<file path="config.mk">
export PLATFORM = sky130hd
export DESIGN_NAME = cfgid_regs
export DESIGN_NICKNAME = d
export VERILOG_FILES = /design/src/cfgid_pkg.sv /design/src/cfgid_regs.sv /design/src/cfgid_sync3.sv
export SDC_FILE = /design/constraint.sdc
export NUM_CORES = 1
export LEC_CHECK = 0
export BUFFER_PORTS_ARGS = -buffer_cell sky130_fd_sc_hd__buf_2
export CAP_MARGIN = 20
export CORE_MARGIN = 1.5
export CORE_UTILIZATION = 40
export CTS_CLUSTER_DIAMETER = 100
export CTS_CLUSTER_SIZE = 8
export DETAILED_ROUTE_END_ITERATION = 12
export PLACE_DENSITY_LB_ADDON = 0.05
export SLEW_MARGIN = 20
export SYNTH_ARGS = -nofsm -noshare
export SYNTH_HDL_FRONTEND = slang
export SYNTH_SLANG_ARGS = --single-unit
</file>
<file path="constraint.sdc">
create_clock -name ref_clk -period 3 [get_ports ref_clk]
set_input_delay 0.15 -clock ref_clk [delete_from_list [all_inputs] [get_ports ref_clk]]
set_output_delay 0.15 -clock ref_clk [all_outputs]
set_load 0.02 [all_outputs]
</file>
<file path="src/cfgid_pkg.sv">
// Purpose: Constants and types for the configuration identity registers.
// Assumes: Avalon-MM slave with 32-bit data, word addressed by byte offset.
// Notes: Offsets are byte addresses of aligned words.
package cfgid_pkg;
  // ==========================================================================
  // Register map
  // ==========================================================================
  localparam logic [3:0] CFGID_OFS_CHAN = 4'h0;
  localparam logic [3:0] CFGID_OFS_ICACHE = 4'h4;
  localparam logic [3:0] CFGID_OFS_START = 4'h8;
  localparam logic [3:0] CFGID_OFS_IRQSEC = 4'hc;
  localparam logic [31:0] CFGID_UNMAPPED_RD = 32'h0000_0000;
  localparam logic [31:0] CFGID_RST_WORD = 32'h0000_0000;

  // ==========================================================================
  // Field layout
  // ==========================================================================
  localparam int CFGID_EVT_LSB = 17;
  localparam int CFGID_PER_LSB = 12;
  localparam int CFGID_CHN_LSB = 4;
  localparam int CFGID_MGR_BIT = 2;
  localparam int CFGID_BOOT_BIT = 1;
  localparam int CFGID_PREQ_BIT = 0;
  localparam int CFGID_LINES_LSB = 4;
  localparam int CFGID_LEN_LSB = 0;

  // Cache line length codes.
  localparam logic [2:0] CFGID_LEN_4B = 3'h2;
  localparam logic [2:0] CFGID_LEN_8B = 3'h3;
  localparam logic [2:0] CFGID_LEN_16B = 3'h4;
  localparam logic [2:0] CFGID_LEN_32B = 3'h5;

  // ==========================================================================
  // Bus carrier
  // ==========================================================================
  typedef struct packed {
    logic [3:0] address;
    logic read;
    logic write;
    logic [31:0] writedata;
  } cfgid_req_t;

  typedef struct packed {
    logic [31:0] readdata;
    logic waitrequest;
  } cfgid_rsp_t;

  typedef enum logic [1:0] {
    CFGID_IDLE = 2'b00,
    CFGID_ANSWER = 2'b01
  } cfgid_state_t;
endpackage

</file>
<file path="src/cfgid_regs.sv">
// What this block does
// - Bits 21:17 of the channel word give the interrupt output count less one.
// - Bits 16:12 of the channel word give the peripheral port count less one.
// - Bits 6:4 of the channel word give the channel count less one.
// - Bit 2 and bit 1 hold the manager security and start pins at reset exit.
// - Bit 0 reads one only when peripheral request interfaces exist.
// - Bits 7:4 of the cache word give the cache line count less one.
// - Bits 2:0 of the cache word encode the line length, 4 to 32 bytes.
// - The start word holds the 32-bit start address seen at reset exit.
// - Bit N of the security word is zero for secure and one for non-secure.
// - The security bits are loaded from their init inputs at reset exit.
// - Security bits above the implemented interrupt count read zero.
//
// Purpose: Read-only configuration identity registers on Avalon-MM.
// Assumes: Tie-off inputs settle before reset is released.
// Notes: Every access answers one cycle after it is taken.
//
// Design decisions made here: the Avalon-MM register port and the placing of the registers.
`timescale 1ns/1ps
module cfgid_regs
  import cfgid_pkg::*;
#(
  parameter int NUM_IRQ = 32,
  parameter int NUM_PERIPH = 32,
  parameter bit HAS_PERIPH = 1'b1,
  parameter int NUM_CHAN = 8,
  parameter int NUM_LINES = 16,
  parameter logic [2:0] LINE_LEN_CODE = CFGID_LEN_32B
) (
  input wire logic ref_clk,
  input wire logic rst_n,
  input wire logic clk_en,
  input wire logic [3:0] avs_address,
  input wire logic avs_read,
  input wire logic avs_write,
  input wire logic [31:0] avs_writedata,
  output logic [31:0] avs_readdata,
  output logic avs_waitrequest,
  input wire logic manager_security_select_in,
  input wire logic start_at_address_in,
  input wire logic [31:0] start_address_in,
  input wire logic [31:0] irq_security_init_in
);
  // ==========================================================================
  // Pin synchronisation
  // ==========================================================================
  // Tie-offs come from outside the clock domain, so they are synchronised
  // before being captured.
  localparam int SW = 66;
  logic [SW-1:0] pins_s;

  cfgid_sync3 #(.W(SW)) u_sync (
    .ref_clk(ref_clk),
    .rst_n(rst_n),
    .clk_en(clk_en),
    .async_in({manager_security_select_in, start_at_address_in,
               start_address_in, irq_security_init_in}),
    .sync_out(pins_s)
  );

  // ==========================================================================
  // Capture at reset exit
  // ==========================================================================
  // The capture waits for the synchroniser to fill after release, so the
  // registers reflect the levels held through reset, not the reset zeros.
  localparam logic [2:0] CAP_DELAY = 3'h4;
  logic [2:0] cap_cnt_q;
  logic captured_q;
  logic mgr_sec_q;
  logic boot_en_q;
  logic [31:0] start_addr_q;
  logic [31:0] irq_sec_q;

  wire logic cap_now = !captured_q && (cap_cnt_q == CAP_DELAY);
  wire logic [31:0] irq_impl_mask = (NUM_IRQ >= 32) ? 32'hffff_ffff :
                                    ((32'h1 << NUM_IRQ) - 32'h1);

  always_ff @(posedge ref_clk or negedge rst_n) begin
    if (!rst_n) begin
      cap_cnt_q <= '0;
      captured_q <= 1'b0;
    end else if (clk_en && !captured_q) begin
      cap_cnt_q <= cap_cnt_q + 3'h1;
      captured_q <= cap_now;
    end
  end

  always_ff @(posedge ref_clk or negedge rst_n) begin
    if (!rst_n) begin
      mgr_sec_q <= 1'b0;
      boot_en_q <= 1'b0;
      start_addr_q <= CFGID_RST_WORD;
      irq_sec_q <= CFGID_RST_WORD;
    end else if (clk_en && cap_now) begin
      mgr_sec_q <= pins_s[65];
      boot_en_q <= pins_s[64];
      start_addr_q <= pins_s[63:32];
      irq_sec_q <= pins_s[31:0] & irq_impl_mask;
    end
  end

  // ==========================================================================
  // Register words
  // ==========================================================================
  localparam logic [4:0] EVT_CODE = 5'(NUM_IRQ - 1);
  localparam logic [4:0] PER_CODE = 5'(NUM_PERIPH - 1);
  localparam logic [2:0] CHN_CODE = 3'(NUM_CHAN - 1);
  localparam logic [3:0] LINES_CODE = 4'(NUM_LINES - 1);

  logic [31:0] chan_word;
  logic [31:0] cache_word;
  always_comb begin
    chan_word = CFGID_RST_WORD;
    chan_word[CFGID_EVT_LSB +: 5] = EVT_CODE;
    chan_word[CFGID_PER_LSB +: 5] = HAS_PERIPH ? PER_CODE : 5'h00;
    chan_word[CFGID_CHN_LSB +: 3] = CHN_CODE;
    chan_word[CFGID_MGR_BIT] = mgr_sec_q;
    chan_word[CFGID_BOOT_BIT] = boot_en_q;
    chan_word[CFGID_PREQ_BIT] = HAS_PERIPH;
    cache_word = CFGID_RST_WORD;
    cache_word[CFGID_LINES_LSB +: 4] = LINES_CODE;
    cache_word[CFGID_LEN_LSB +: 3] = LINE_LEN_CODE;
  end

  // ==========================================================================
  // Avalon-MM slave
  // ==========================================================================
  // Writes are accepted and discarded; nothing here has a write path.
  cfgid_state_t state_q;
  logic [31:0] rdata_q;
  logic wait_q;

  wire logic req = avs_read || avs_write;
  wire logic [31:0] rd_sel =
    (avs_address == CFGID_OFS_CHAN) ? chan_word :
    (avs_address == CFGID_OFS_ICACHE) ? cache_word :
    (avs_address == CFGID_OFS_START) ? start_addr_q :
    (avs_address == CFGID_OFS_IRQSEC) ? irq_sec_q : CFGID_UNMAPPED_RD;
  wire logic [31:0] rd_word = avs_read ? rd_sel : CFGID_UNMAPPED_RD;

  always_ff @(posedge ref_clk or negedge rst_n) begin
    if (!rst_n) begin
      state_q <= CFGID_IDLE;
      rdata_q <= CFGID_RST_WORD;
      wait_q <= 1'b1;
    end else if (clk_en) begin
      case (state_q)
        CFGID_IDLE: begin
          if (req) begin
            state_q <= CFGID_ANSWER;
            rdata_q <= rd_word;
            wait_q <= 1'b0;
          end
        end
        CFGID_ANSWER: begin
          state_q <= CFGID_IDLE;
          wait_q <= 1'b1;
        end
        default: begin
          state_q <= CFGID_IDLE;
          wait_q <= 1'b1;
        end
      endcase
    end
  end

  assign avs_readdata = rdata_q;
  assign avs_waitrequest = wait_q;

  // ==========================================================================
  // Checks
  // ==========================================================================
  // Each taken access is remembered here, so that its answer can be judged
  // on the bus pins rather than on the internal words that feed them; a
  // fault in the read path would otherwise slip past the field checks.
  wire logic taken = clk_en && (state_q == CFGID_IDLE) && req;
  logic [3:0] chk_addr_q;
  logic chk_rd_q;

  always_ff @(posedge ref_clk or negedge rst_n) begin
    if (!rst_n) begin
      chk_addr_q <= CFGID_OFS_CHAN;
      chk_rd_q <= 1'b0;
    end else if (taken) begin
      chk_addr_q <= avs_address;
      chk_rd_q <= avs_read;
    end
  end

  // A write answers with zero data; a read with the word it asked for.
  wire logic answer = !avs_waitrequest;
  wire logic ans_rd = answer && chk_rd_q;
  wire logic ans_wr = answer && !chk_rd_q;
  wire logic ans_chan = ans_rd && (chk_addr_q == CFGID_OFS_CHAN);
  wire logic ans_cache = ans_rd && (chk_addr_q == CFGID_OFS_ICACHE);
  wire logic ans_start = ans_rd && (chk_addr_q == CFGID_OFS_START);
  wire logic ans_irq = ans_rd && (chk_addr_q == CFGID_OFS_IRQSEC);

  // Fixed fields, as the internal words build them.
  a_chan_fields: assert property (@(posedge ref_clk)
    disable iff (!rst_n)
    chan_word[21:17] == EVT_CODE && chan_word[6:4] == CHN_CODE
    && chan_word[0] == HAS_PERIPH)
    else $error("channel word fields wrong");
  a_periph_count: assert property (@(posedge ref_clk)
    disable iff (!rst_n)
    chan_word[0] |-> chan_word[16:12] == PER_CODE)
    else $error("peripheral count wrong");
  a_cache_fields: assert property (@(posedge ref_clk)
    disable iff (!rst_n)
    cache_word[7:4] == LINES_CODE && cache_word[2:0] == LINE_LEN_CODE)
    else $error("cache word fields wrong");
  a_len_legal: assert property (@(posedge ref_clk)
    disable iff (!rst_n)
    cache_word[CFGID_LEN_LSB +: 3] >= CFGID_LEN_4B
    && cache_word[CFGID_LEN_LSB +: 3] <= CFGID_LEN_32B)
    else $error("line length code reserved");

  // Reset-exit snapshot.
  a_capture_mgr: assert property (@(posedge ref_clk)
    disable iff (!rst_n)
    clk_en && cap_now |=> mgr_sec_q == $past(pins_s[65])
    && boot_en_q == $past(pins_s[64]))
    else $error("reset-exit levels not captured");
  a_start_addr: assert property (@(posedge ref_clk)
    disable iff (!rst_n)
    clk_en && cap_now |=> start_addr_q == $past(pins_s[63:32]))
    else $error("start address not captured");
  a_irq_sec_load: assert property (@(posedge ref_clk)
    disable iff (!rst_n)
    clk_en && cap_now |=> irq_sec_q == ($past(pins_s[31:0]) & irq_impl_mask))
    else $error("security bits not loaded");
  a_irq_upper_zero: assert property (@(posedge ref_clk)
    disable iff (!rst_n)
    (irq_sec_q & ~irq_impl_mask) == 32'h0)
    else $error("unimplemented security bits set");
  // Once the snapshot is taken, only a new reset may move it.
  a_ro_stable: assert property (@(posedge ref_clk)
    disable iff (!rst_n)
    captured_q |=> $stable(start_addr_q) && $stable(irq_sec_q)
    && $stable(mgr_sec_q))
    else $error("read-only word changed");

  // Answers as software sees them on the bus.
  a_answer_time: assert property (@(posedge ref_clk)
    disable iff (!rst_n)
    clk_en && state_q == CFGID_IDLE && req |=> !avs_waitrequest
    ##1 avs_waitrequest)
    else $error("bus answer timing wrong");
  a_idle_wait: assert property (@(posedge ref_clk)
    disable iff (!rst_n)
    state_q == CFGID_IDLE |-> avs_waitrequest)
    else $error("wait released while idle");
  a_chan_read: assert property (@(posedge ref_clk)
    disable iff (!rst_n)
    ans_chan |-> avs_readdata[CFGID_EVT_LSB +: 5] == EVT_CODE
    && avs_readdata[CFGID_CHN_LSB +: 3] == CHN_CODE
    && avs_readdata[CFGID_PREQ_BIT] == HAS_PERIPH)
    else $error("channel word read wrong");
  a_periph_read: assert property (@(posedge ref_clk)
    disable iff (!rst_n)
    ans_chan && avs_readdata[CFGID_PREQ_BIT]
    |-> avs_readdata[CFGID_PER_LSB +: 5] == PER_CODE)
    else $error("peripheral count read wrong");
  a_boot_read: assert property (@(posedge ref_clk)
    disable iff (!rst_n)
    ans_chan |-> avs_readdata[CFGID_MGR_BIT] == $past(mgr_sec_q)
    && avs_readdata[CFGID_BOOT_BIT] == $past(boot_en_q))
    else $error("reset-exit levels read wrong");
  a_cache_read: assert property (@(posedge ref_clk)
    disable iff (!rst_n)
    ans_cache |-> avs_readdata[CFGID_LINES_LSB +: 4] == LINES_CODE
    && avs_readdata[CFGID_LEN_LSB +: 3] == LINE_LEN_CODE)
    else $error("cache word read wrong");
  a_start_read: assert property (@(posedge ref_clk)
    disable iff (!rst_n)
    ans_start |-> avs_readdata == $past(start_addr_q))
    else $error("start word read wrong");
  a_irq_read: assert property (@(posedge ref_clk)
    disable iff (!rst_n)
    ans_irq |-> avs_readdata == $past(irq_sec_q)
    && (avs_readdata & ~irq_impl_mask) == 32'h0)
    else $error("security word read wrong");
  a_write_quiet: assert property (@(posedge ref_clk)
    disable iff (!rst_n)
    ans_wr |-> avs_readdata == CFGID_UNMAPPED_RD)
    else $error("write answered with data");

  // Enable low must freeze every register, the snapshot counter included.
  a_enable_freeze: assert property (@(posedge ref_clk)
    disable iff (!rst_n)
    !clk_en |=> $stable(state_q) && $stable(wait_q) && $stable(rdata_q)
    && $stable(cap_cnt_q) && $stable(captured_q))
    else $error("state moved while enable low");

  // Main scenarios that the bench should reach.
  c_read_chan: cover property (@(posedge ref_clk) disable iff (!rst_n)
    avs_read && avs_address == CFGID_OFS_CHAN && !avs_waitrequest);
  c_write_ign: cover property (@(posedge ref_clk) disable iff (!rst_n)
    avs_write && !avs_waitrequest);
  c_capture: cover property (@(posedge ref_clk) disable iff (!rst_n)
    cap_now && clk_en);
  c_read_irq: cover property (@(posedge ref_clk) disable iff (!rst_n)
    ans_irq);
  c_frozen_req: cover property (@(posedge ref_clk) disable iff (!rst_n)
    !clk_en && req);
endmodule

</file>
<file path="src/cfgid_sync3.sv">
// Purpose: Three-stage synchroniser for pin-level inputs.
// Assumes: The level is stable in a window of several cycles.
// Notes: The first stage feeds only the second; a change is taken when the
// second and third stages agree.
`timescale 1ns/1ps
module cfgid_sync3 #(
  parameter int W = 1
) (
  input wire logic ref_clk,
  input wire logic rst_n,
  input wire logic clk_en,
  input wire logic [W-1:0] async_in,
  output logic [W-1:0] sync_out
);
  logic [W-1:0] s1_q;
  logic [W-1:0] s2_q;
  logic [W-1:0] s3_q;
  logic [W-1:0] out_q;
  wire logic [W-1:0] agree = ~(s2_q ^ s3_q);
  wire logic [W-1:0] out_d = (agree & s2_q) | (~agree & out_q);

  always_ff @(posedge ref_clk or negedge rst_n) begin
    if (!rst_n) begin
      s1_q <= '0;
      s2_q <= '0;
      s3_q <= '0;
      out_q <= '0;
    end else if (clk_en) begin
      s1_q <= async_in;
      s2_q <= s1_q;
      s3_q <= s2_q;
      out_q <= out_d;
    end
  end

  assign sync_out = out_q;
endmodule

</file>
-- Yosys cells after proc, flatten, opt, wreduce, memory -nomap -nowiden
Cells that the tools add are included.
- add/subtract/negate cells: 1
- equal/unequal tests: 5
- muxes and demuxes: 9
- bitwise logic cells: 6
- reduce and logical (&&, ||, !) cells: 9
- operator list (cell ; number):
    $mux W32 ; 5
    $and A66 B66 Y66 ; 2
    $not A66 Y66 ; 2
    $or A66 B66 Y66 ; 1
    $xor A66 B66 Y66 ; 1
    $eq A4 B4 Y1 const B ; 2
    $eq A4 B3 Y1 const B ; 1
    $logic_not A4 Y1 ; 1
    $mux W2 ; 2
    $add A3 B1 Y3 const B ; 1
    $eq A3 B3 Y1 const B ; 1
    $logic_and A1 B1 Y1 ; 3
    $reduce_and A3 Y1 ; 1
    $logic_not A2 Y1 ; 1
    $mux W1 ; 2
    $ne A2 B2 Y1 const B ; 1
    $reduce_and A2 Y1 ; 1
    $logic_not A1 Y1 ; 1
    $logic_or A1 B1 Y1 ; 1
- flip-flop bits (word level): 369
- input port bits: 107
- output and inout port bits: 33
- logic and storage cells: 43

-- Logic depth before layout (Yosys ltp)
Gate-level depths: netlist of the first run.
- depth after elaboration: 6
- gate-level depth with buffers: 6
- depth with buffers taken out: 4

-- By module
Synthesis of the first run repeated with hierarchy kept, for this count alone.
- cells, all modules: 1003
- area, all modules: 15108.2 µm²
- by module, submodules not included (module ; instances ; cells each ; area an instance (µm²) ; sequential area each (µm²)):
    cfgid_sync3 ; 1 ; 697 ; 10702.8 ; 6606.3
    cfgid_regs ; 1 ; 306 ; 4405.5 ; 2603.7

-- Least setup slack after synthesis of the first run
Ideal clock, no wire load.
- path kind: register -> register
- start: reg state_q[0]
- end: reg rdata_q[22] (netlist: avs_readdata[22])
- library setup time: 0.096 ns
- arrival: 1.362 ns
- required time: 2.904 ns
- slack: 1.542 ns
- cell stages (with the launch flop): 7
- path buffers: 3
- period minus slack after synthesis: 1.458 ns
- cell sequence: dfrtp_1 > nand2b_1 > buf_2 > or2_1 > buf_4 > buf_6 > o31ai_1
- longest elaborated chain between the ends: 2
- RTL lines (element ; line ; RTL):
    start, declared ; cfgid_regs.sv:129 ; cfgid_state_t state_q;
    start signal, assigned ; cfgid_regs.sv:143 ; state_q <= CFGID_IDLE;
    start signal, assigned ; cfgid_regs.sv:150 ; state_q <= CFGID_ANSWER;
    start signal, assigned ; cfgid_regs.sv:156 ; state_q <= CFGID_IDLE;
    $logic_not A2 Y1 ; cfgid_regs.sv:147 ; case (state_q)
    $reduce_and A3 Y1 (no source line) ; n/a ;
    end signal, assigned ; cfgid_regs.sv:151 ; rdata_q <= rd_word;
    end, declared ; cfgid_regs.sv:130 ; logic [31:0] rdata_q;
No other way between the ends.
A chain may end at the register's enable or synchronous reset.

-- Worst setup path in the final report of the first run
- start: reg state_q[0]
- end: reg rdata_q[30] (netlist: avs_readdata[30])
Same word-level chain as after synthesis.

==> metrics.txt, run 1 <==
Leakage a little over 8 nW; total of fill cells in the finished design between 3000 and 4000; Placed Cells incl. Taps between 1500 and 2000; worst slack at placement 1.02 ns; register area share after synthesis 62.0%; final core utilization 49.1%; Power Dens Cells around 790 nW/um^2; final hold violation count 0; result of the run completed; global-route met3 utilization 3.11%; sink count of the clock tree 368; largest delay contributor family on the critical path simple AND/OR/NAND/NOR gates; M1 GR Usage just over 20%; die outline height 196 um; ratio of cells with drive above 1 in the final layout 35.1%; fmax slightly above 500 MHz; kind of end point of the critical path flop; post-layout min period 1.99 ns; DR iter-0 viols between 300 and 400; setup slack of the critical path after layout slightly above 1 ns; cts-stage hold buffer count 70; Detail Route Antenna Nets 0; cells along the critical path nand2b_1 > or2_1 > buf_4 > o31ai_1; total setup violations reported at the end of the flow 0; setup TNS after final layout 0 ns; clk_lat worst skew 0.54 ns; antenna diode instance count 0; RSZ-0062 raised after global routing false; Least-Margin Pin Slew 0.914 ns; post-route fraction of the period consumed by the critical path 66.2%; Overall Global Routing Usage between 10% and 20%; wire per inst ~17 um; area of the multi-input gates ~5300 sq um; initial antenna violation count 0; setup skew after layout ~0.014 ns; final std cells w/o fill between 1500 and 2000; placeable core region roughly 37000 sq um; PnR Total Power 14.3 mW; Sequential Area 9210 sq um; number of iterations in the first detailed-routing pass 4; met2 global-route usage between 20% and 30%; Final Slew Violations 0; most used cells in the layout excluding fill and tap cells 367 x sky130_fd_sc_hd__dfrtp_1, 239 x sky130_fd_sc_hd__mux2_2, 137 x sky130_fd_sc_hd__a21oi_1; Layout Nets approximately 1400; first-pass GRT wire length approximately 48000 um; most congested layer reported by global routing met2; data required time of the critical path 3.42 ns; clock-pin slew reported for the worst setup and hold paths after clock tree synthesis roughly 0.050 ns; # rows 70; area enclosed by the die boundary 38300 sq um; Setup Crit Path Kind reg2reg; commonest non-fill, non-tap cell in the layout sky130_fd_sc_hd__dfrtp_1; CTS buffer count 51; number of distinct library cells after synthesis 29; vias in the first global route 8967; number of warnings reported in the yosys synthesis log 0; number of vias after detailed routing 8792; Layout Area Growth over Synthesis 21.1%; worst-case clock buffer depth 3; Congestion Overflow GR 0; main area contributors after synthesis sky130_fd_sc_hd__dfrtp_1 62%, sky130_fd_sc_hd__mux2_2 18%, sky130_fd_sc_hd__a21oi_1 4.6%, sky130_fd_sc_hd__mux2_4 2.9%, sky130_fd_sc_hd__nand2b_1 2.9%; maximum fanout encountered on the critical timing path 29; number of port buffers 107; startpoint type of the worst setup path flop; master cell of the clock root buffer sky130_fd_sc_hd__clkbuf_16; max-cap viol count 0; I/O pin cnt 140; worst endpoint data arrival time 2.41 ns; mean instance size in the synthesized netlist 13.8 sq um; via/cell ratio a little over 5; number of post-CTS setup repair buffers 0; max incr delay on CP 0.53 ns; Placer Congestion 0.767; starting density of the core 40.6%; nets in the synthesized netlist roughly 1200; Peak supply drop 0.000453 V; synthesized cell area 14900 sq um; Max-Slew Margin vs Limit 39.1%; path class of the lowest-slack min-delay path in2reg; deepest level of the CTS H-tree 2; final routed DRC violation total 0; drt total wl about 30000 um; x dimension of the die ~200 um; number of gates resized after cts 0; Buf/Inv on CP 1; number of cells produced by synthesis between 1000 and 1500; CP max stage cell sky130_fd_sc_hd__nand2b_1; dominant cell type by area after synthesis sky130_fd_sc_hd__dfrtp_1; clock tree from TritonCTS done; largest net degree at the start of global routing 180; flop and latch count out of synthesis approximately 370; Detailed Place HPWL 18200 um; share of the synthesized area in the top cell type 61.8%
power breakdown:
part / internal (mW) / switching [mW] / total (mW) / leakage [nW]
combinational: 1.36 / 0.865 / 2.22 / 3.02
sequential: 6.15 / 0.853 / 7.00 / 4.56
clock: 3.11 / 1.95 / 5.06 / 0.665
metrics by stage:
step / area [sq um] / hold slack [ns]
after floorplan: 14900 / -0.146
after global routing: 18000 / 0.165
after detailed placement: 15900 / 0.231
final: 18000 / 0.152
after global placement: 15900 / 0.265
after CTS: 18000 / 0.119
cells in the mapped netlist:
master                     count
sky130_fd_sc_hd__a211oi_4      1
sky130_fd_sc_hd__a21oi_1     137
sky130_fd_sc_hd__a22o_1       14
sky130_fd_sc_hd__a22oi_1       1
sky130_fd_sc_hd__a31oi_1       1
sky130_fd_sc_hd__and2b_2       1
sky130_fd_sc_hd__buf_1         2
sky130_fd_sc_hd__buf_2        31
sky130_fd_sc_hd__buf_4         3
sky130_fd_sc_hd__buf_6         6
sky130_fd_sc_hd__clkbuf_1     16
sky130_fd_sc_hd__dfrtp_1     367
sky130_fd_sc_hd__dfstp_2       1
sky130_fd_sc_hd__ha_1          2
sky130_fd_sc_hd__inv_1         4
sky130_fd_sc_hd__mux2_2      239
sky130_fd_sc_hd__mux2_4       29
sky130_fd_sc_hd__mux2i_1      31
sky130_fd_sc_hd__nand2_1      12
sky130_fd_sc_hd__nand2b_1     68
sky130_fd_sc_hd__nand3_1       2
sky130_fd_sc_hd__nand3_2       1
sky130_fd_sc_hd__nor2_1       71
sky130_fd_sc_hd__nor3_1        1
sky130_fd_sc_hd__o21ai_0      19
sky130_fd_sc_hd__o31ai_1      15
sky130_fd_sc_hd__or2_1         1
sky130_fd_sc_hd__or3b_1        1
sky130_fd_sc_hd__xnor2_1       2
area by class of cell:
class / instances / share of cell area [%]
Inverter: 4 / 0.0835
Sequential cell: 368 / 51.2
Tap cell: 468 / 3.26
Clock buffer: 63 / 7.58
Multi-Input combinational cell: 649 / 29.6
Timing Repair Buffer: 193 / 8.28
worst min-delay path: stages:
cell and delay (ns):
sky130_fd_sc_hd__buf_2 0.27, sky130_fd_sc_hd__nand2_1 0.12, sky130_fd_sc_hd__a22o_1 0.11
metal layers:
metal  up-vias  share of wire (%)
met3        45                4.0
li1       4162                  -
met4         0                1.9
met2       135                 49
met1      4450                 45
met5         -                  0
path summary, 6_finish.rpt:
check | from | end | slack, ns | depth (start not counted)
max | state_q[0] | avs_readdata[30] | 1.01 | 4
min | avs_address[3] | avs_readdata[21] | 0.15 | 3
max reg2reg | state_q[0] | avs_readdata[30] | 1.01 | 4
min reg2reg | captured_q | captured_q | 0.45 | 1
max in group asynchronous | rst_n | u_sync.s1_q[14] | 1.88 | 3
min in group asynchronous | rst_n | u_sync.s1_q[61] | 0.24 | 2
cell families after synthesis:
logic type                 count (synthesis)  share of synthesized area, %
AOI/OAI and AO/OA                        188                          7.07
xor gates and xnor gates                   2                         0.118
adders and majority gates                  2                         0.168
buffers and inverters                     62                          2.21
DFF                                      368                          62.0
muxes                                    299                          23.1
and+or+nand+nor                          158                          5.29
Power figures use the tool's default switching activity.
==> run 2: changes to the inputs <==
Clock period 3 ns to 1.75 ns, I/O delays scaled along.
==> metrics.txt, run 2 (synthesis results as in run 1) <==
kind of end point of the critical path flop; fmax 628 MHz; cell occurring most often along the worst timing path sky130_fd_sc_hd__dlygate4sd3_1; final hold violation count 0 (unchanged); CP max stage cell sky130_fd_sc_hd__dlygate4sd3_1; Layout Nets 1395 (+1.4%); setup slack of the critical path after layout 0.157 ns (-0.857 ns); Detail Route Antenna Nets 0 (unchanged); area enclosed by the die boundary 38300 sq um (unchanged); largest delay contributor family on the critical path buffers and inverters; most used cells in the layout excluding fill and tap cells 367 x sky130_fd_sc_hd__dfrtp_1, 239 x sky130_fd_sc_hd__mux2_2, 137 x sky130_fd_sc_hd__a21oi_1; Final Slew Violations 0 (unchanged); number of vias after detailed routing 8850 (+0.66%); DR iter-0 viols 335 (-5.4%); number of iterations in the first detailed-routing pass 6 (+2); placeable core region 36600 sq um (unchanged); Peak supply drop 0.000658 V (+45%); total setup violations reported at the end of the flow 0 (unchanged); cells along the critical path dlygate4sd3_1 > buf_8 > buf_16 > o21ai_0 > dlygate4sd3_1 > a22o_1; Placer Congestion 0.744 (-2.9%); final core utilization 49.8% (+0.62 points); worst slack at placement 0.268 ns (-0.753 ns); Least-Margin Pin Slew 0.570 ns (-0.343 ns); worst endpoint data arrival time 2.09 ns (-0.32 ns); ratio of cells with drive above 1 in the final layout 36.0% (+0.87 points); via/cell ratio 5.02 (-0.42%); clock tree from TritonCTS done; master cell of the clock root buffer sky130_fd_sc_hd__clkbuf_16; max-cap viol count 0 (unchanged); setup TNS after final layout 0 ns (unchanged); post-route fraction of the period consumed by the critical path 91.0%; Detailed Place HPWL 19300 um (+5.8%); CTS buffer count 51 (unchanged); final routed DRC violation total 0 (unchanged); wire per inst 17.0 um (+0.94%); data required time of the critical path 2.24 ns (-1.18 ns); Layout Area Growth over Synthesis 22.6%; cell area after placement 16100 sq um (+1.3%); Buf/Inv on CP 4 (+3); Setup Crit Path Kind in2reg; number of port buffers 107 (unchanged); RSZ-0062 raised after global routing false; clk_lat worst skew 0.56 ns (+0.02 ns); largest net degree at the start of global routing 117 (-35%); deepest level of the CTS H-tree 2 (unchanged); drt total wl 29900 um (+2.0%); post-layout min period between 1.5 and 2 ns; Congestion Overflow GR 0 (unchanged); Power Dens Cells 1350 nW/um^2 (+70%); result of the run completed; I/O pin cnt 140 (unchanged); commonest non-fill, non-tap cell in the layout sky130_fd_sc_hd__dfrtp_1; # rows 70 (unchanged); startpoint type of the worst setup path input port; first-pass GRT wire length 49300 um (+2.9%); WHS 0.0159 ns (-0.136 ns); antenna diode instance count 0 (unchanged); initial antenna violation count 0 (unchanged); vias in the first global route 9174 (+2.3%); setup skew after layout 0.0133 ns (-0.000309 ns); worst-case clock buffer depth 3 (unchanged); Overall Global Routing Usage 16.4% (+0.72 points); starting density of the core 40.6% (unchanged); Max-Slew Margin vs Limit 62.0% (+23 points); number of post-CTS setup repair buffers 0 (unchanged); maximum fanout encountered on the critical timing path 87 (+200%); max incr delay on CP 0.58 ns (+0.05 ns); x dimension of the die 196 um (unchanged); sink count of the clock tree 368 (unchanged); clock-pin slew reported for the worst setup and hold paths after clock tree synthesis 0.05 ns (about the same); Leakage 8.37 nW (+1.5%); die outline height 196 um (unchanged); path class of the lowest-slack min-delay path in2async; Finished Cell Area 18200 sq um (+1.3%)
[run 2: cell types whose count changed in the layout (fill, tap and decap cells not counted)]
cell	before	now
sky130_fd_sc_hd__buf_12	9	14
sky130_fd_sc_hd__buf_16	0	1
sky130_fd_sc_hd__buf_4	7	19
sky130_fd_sc_hd__dlygate4sd3_1	70	71
[run 2: timing repair]
| action | 4_1_cts | 5_1_grt |
|---|---|---|
| hold buffers | 71 | 0 |
| resized for setup | 0 | 1 |
| hold endpoints to repair | 439 | 0 |
| setup endpoints to repair | 0 | 1 |
[run 2: worst paths after layout]
kind                                start  cells past startpoint  slack, ns               end
min in group ref_clk       avs_address[1]                      5       0.12  avs_readdata[28]
max reg2reg                    state_q[0]                      5       0.28  avs_readdata[14]
min reg2reg                    captured_q                      1       0.46        captured_q
max                                clk_en                      6       0.16   avs_waitrequest
min                                 rst_n                      2       0.02   u_sync.s1_q[59]
max in group asynchronous           rst_n                      3       1.00   avs_readdata[9]
[run 2: metal layers]
| layer | up-vias | GRT usage, % | part of all wire, % |
|---|---|---|---|
| met5 | - | 0 | 0 |
| met4 | 0 | 5.93 | 2.3 |
| met3 | 48 | 3.44 | 4.1 |
| met2 | 126 | 27.1 | 49 |
| met1 | 4490 | 21.3 | 45 |
| li1 | 4186 | - | - |
[run 2: worst reg2reg max path, stage by stage (launching register included)]
cell and delay (ns):
sky130_fd_sc_hd__dfrtp_1 0.41, sky130_fd_sc_hd__nand2b_1 0.21, sky130_fd_sc_hd__buf_4 0.20, sky130_fd_sc_hd__a211oi_4 0.18
sky130_fd_sc_hd__buf_4 0.24, sky130_fd_sc_hd__a22o_1 0.16
[run 2: final cells by class]
class                      instances  area, sq um
clock buffer                      63         1360
fill                            3249        18400
inverter                           4         15.0
multi-input combinational        649         5320
sequential                       368         9210
tap                              468          586
timing repair buffer             212         1720
[run 2: stage by stage]
step | total power, mW | std cells
finish | 24.5 | 1764
global route | 26.1 | 1764
CTS | 25.0 | 1764
detailed placement | 16.0 | 1630
global placement | 15.8 | 1630
floorplan | 14.6 | 1079
[run 2: where the power goes]
group / internal, mW / switching (mW) / leakage [nW]
sequential: 10.5 / 1.42 / 4.56
combinational: 2.38 / 1.50 / 3.14
clock: 5.32 / 3.37 / 0.665
total: 18.2 / 6.29 / 8.37
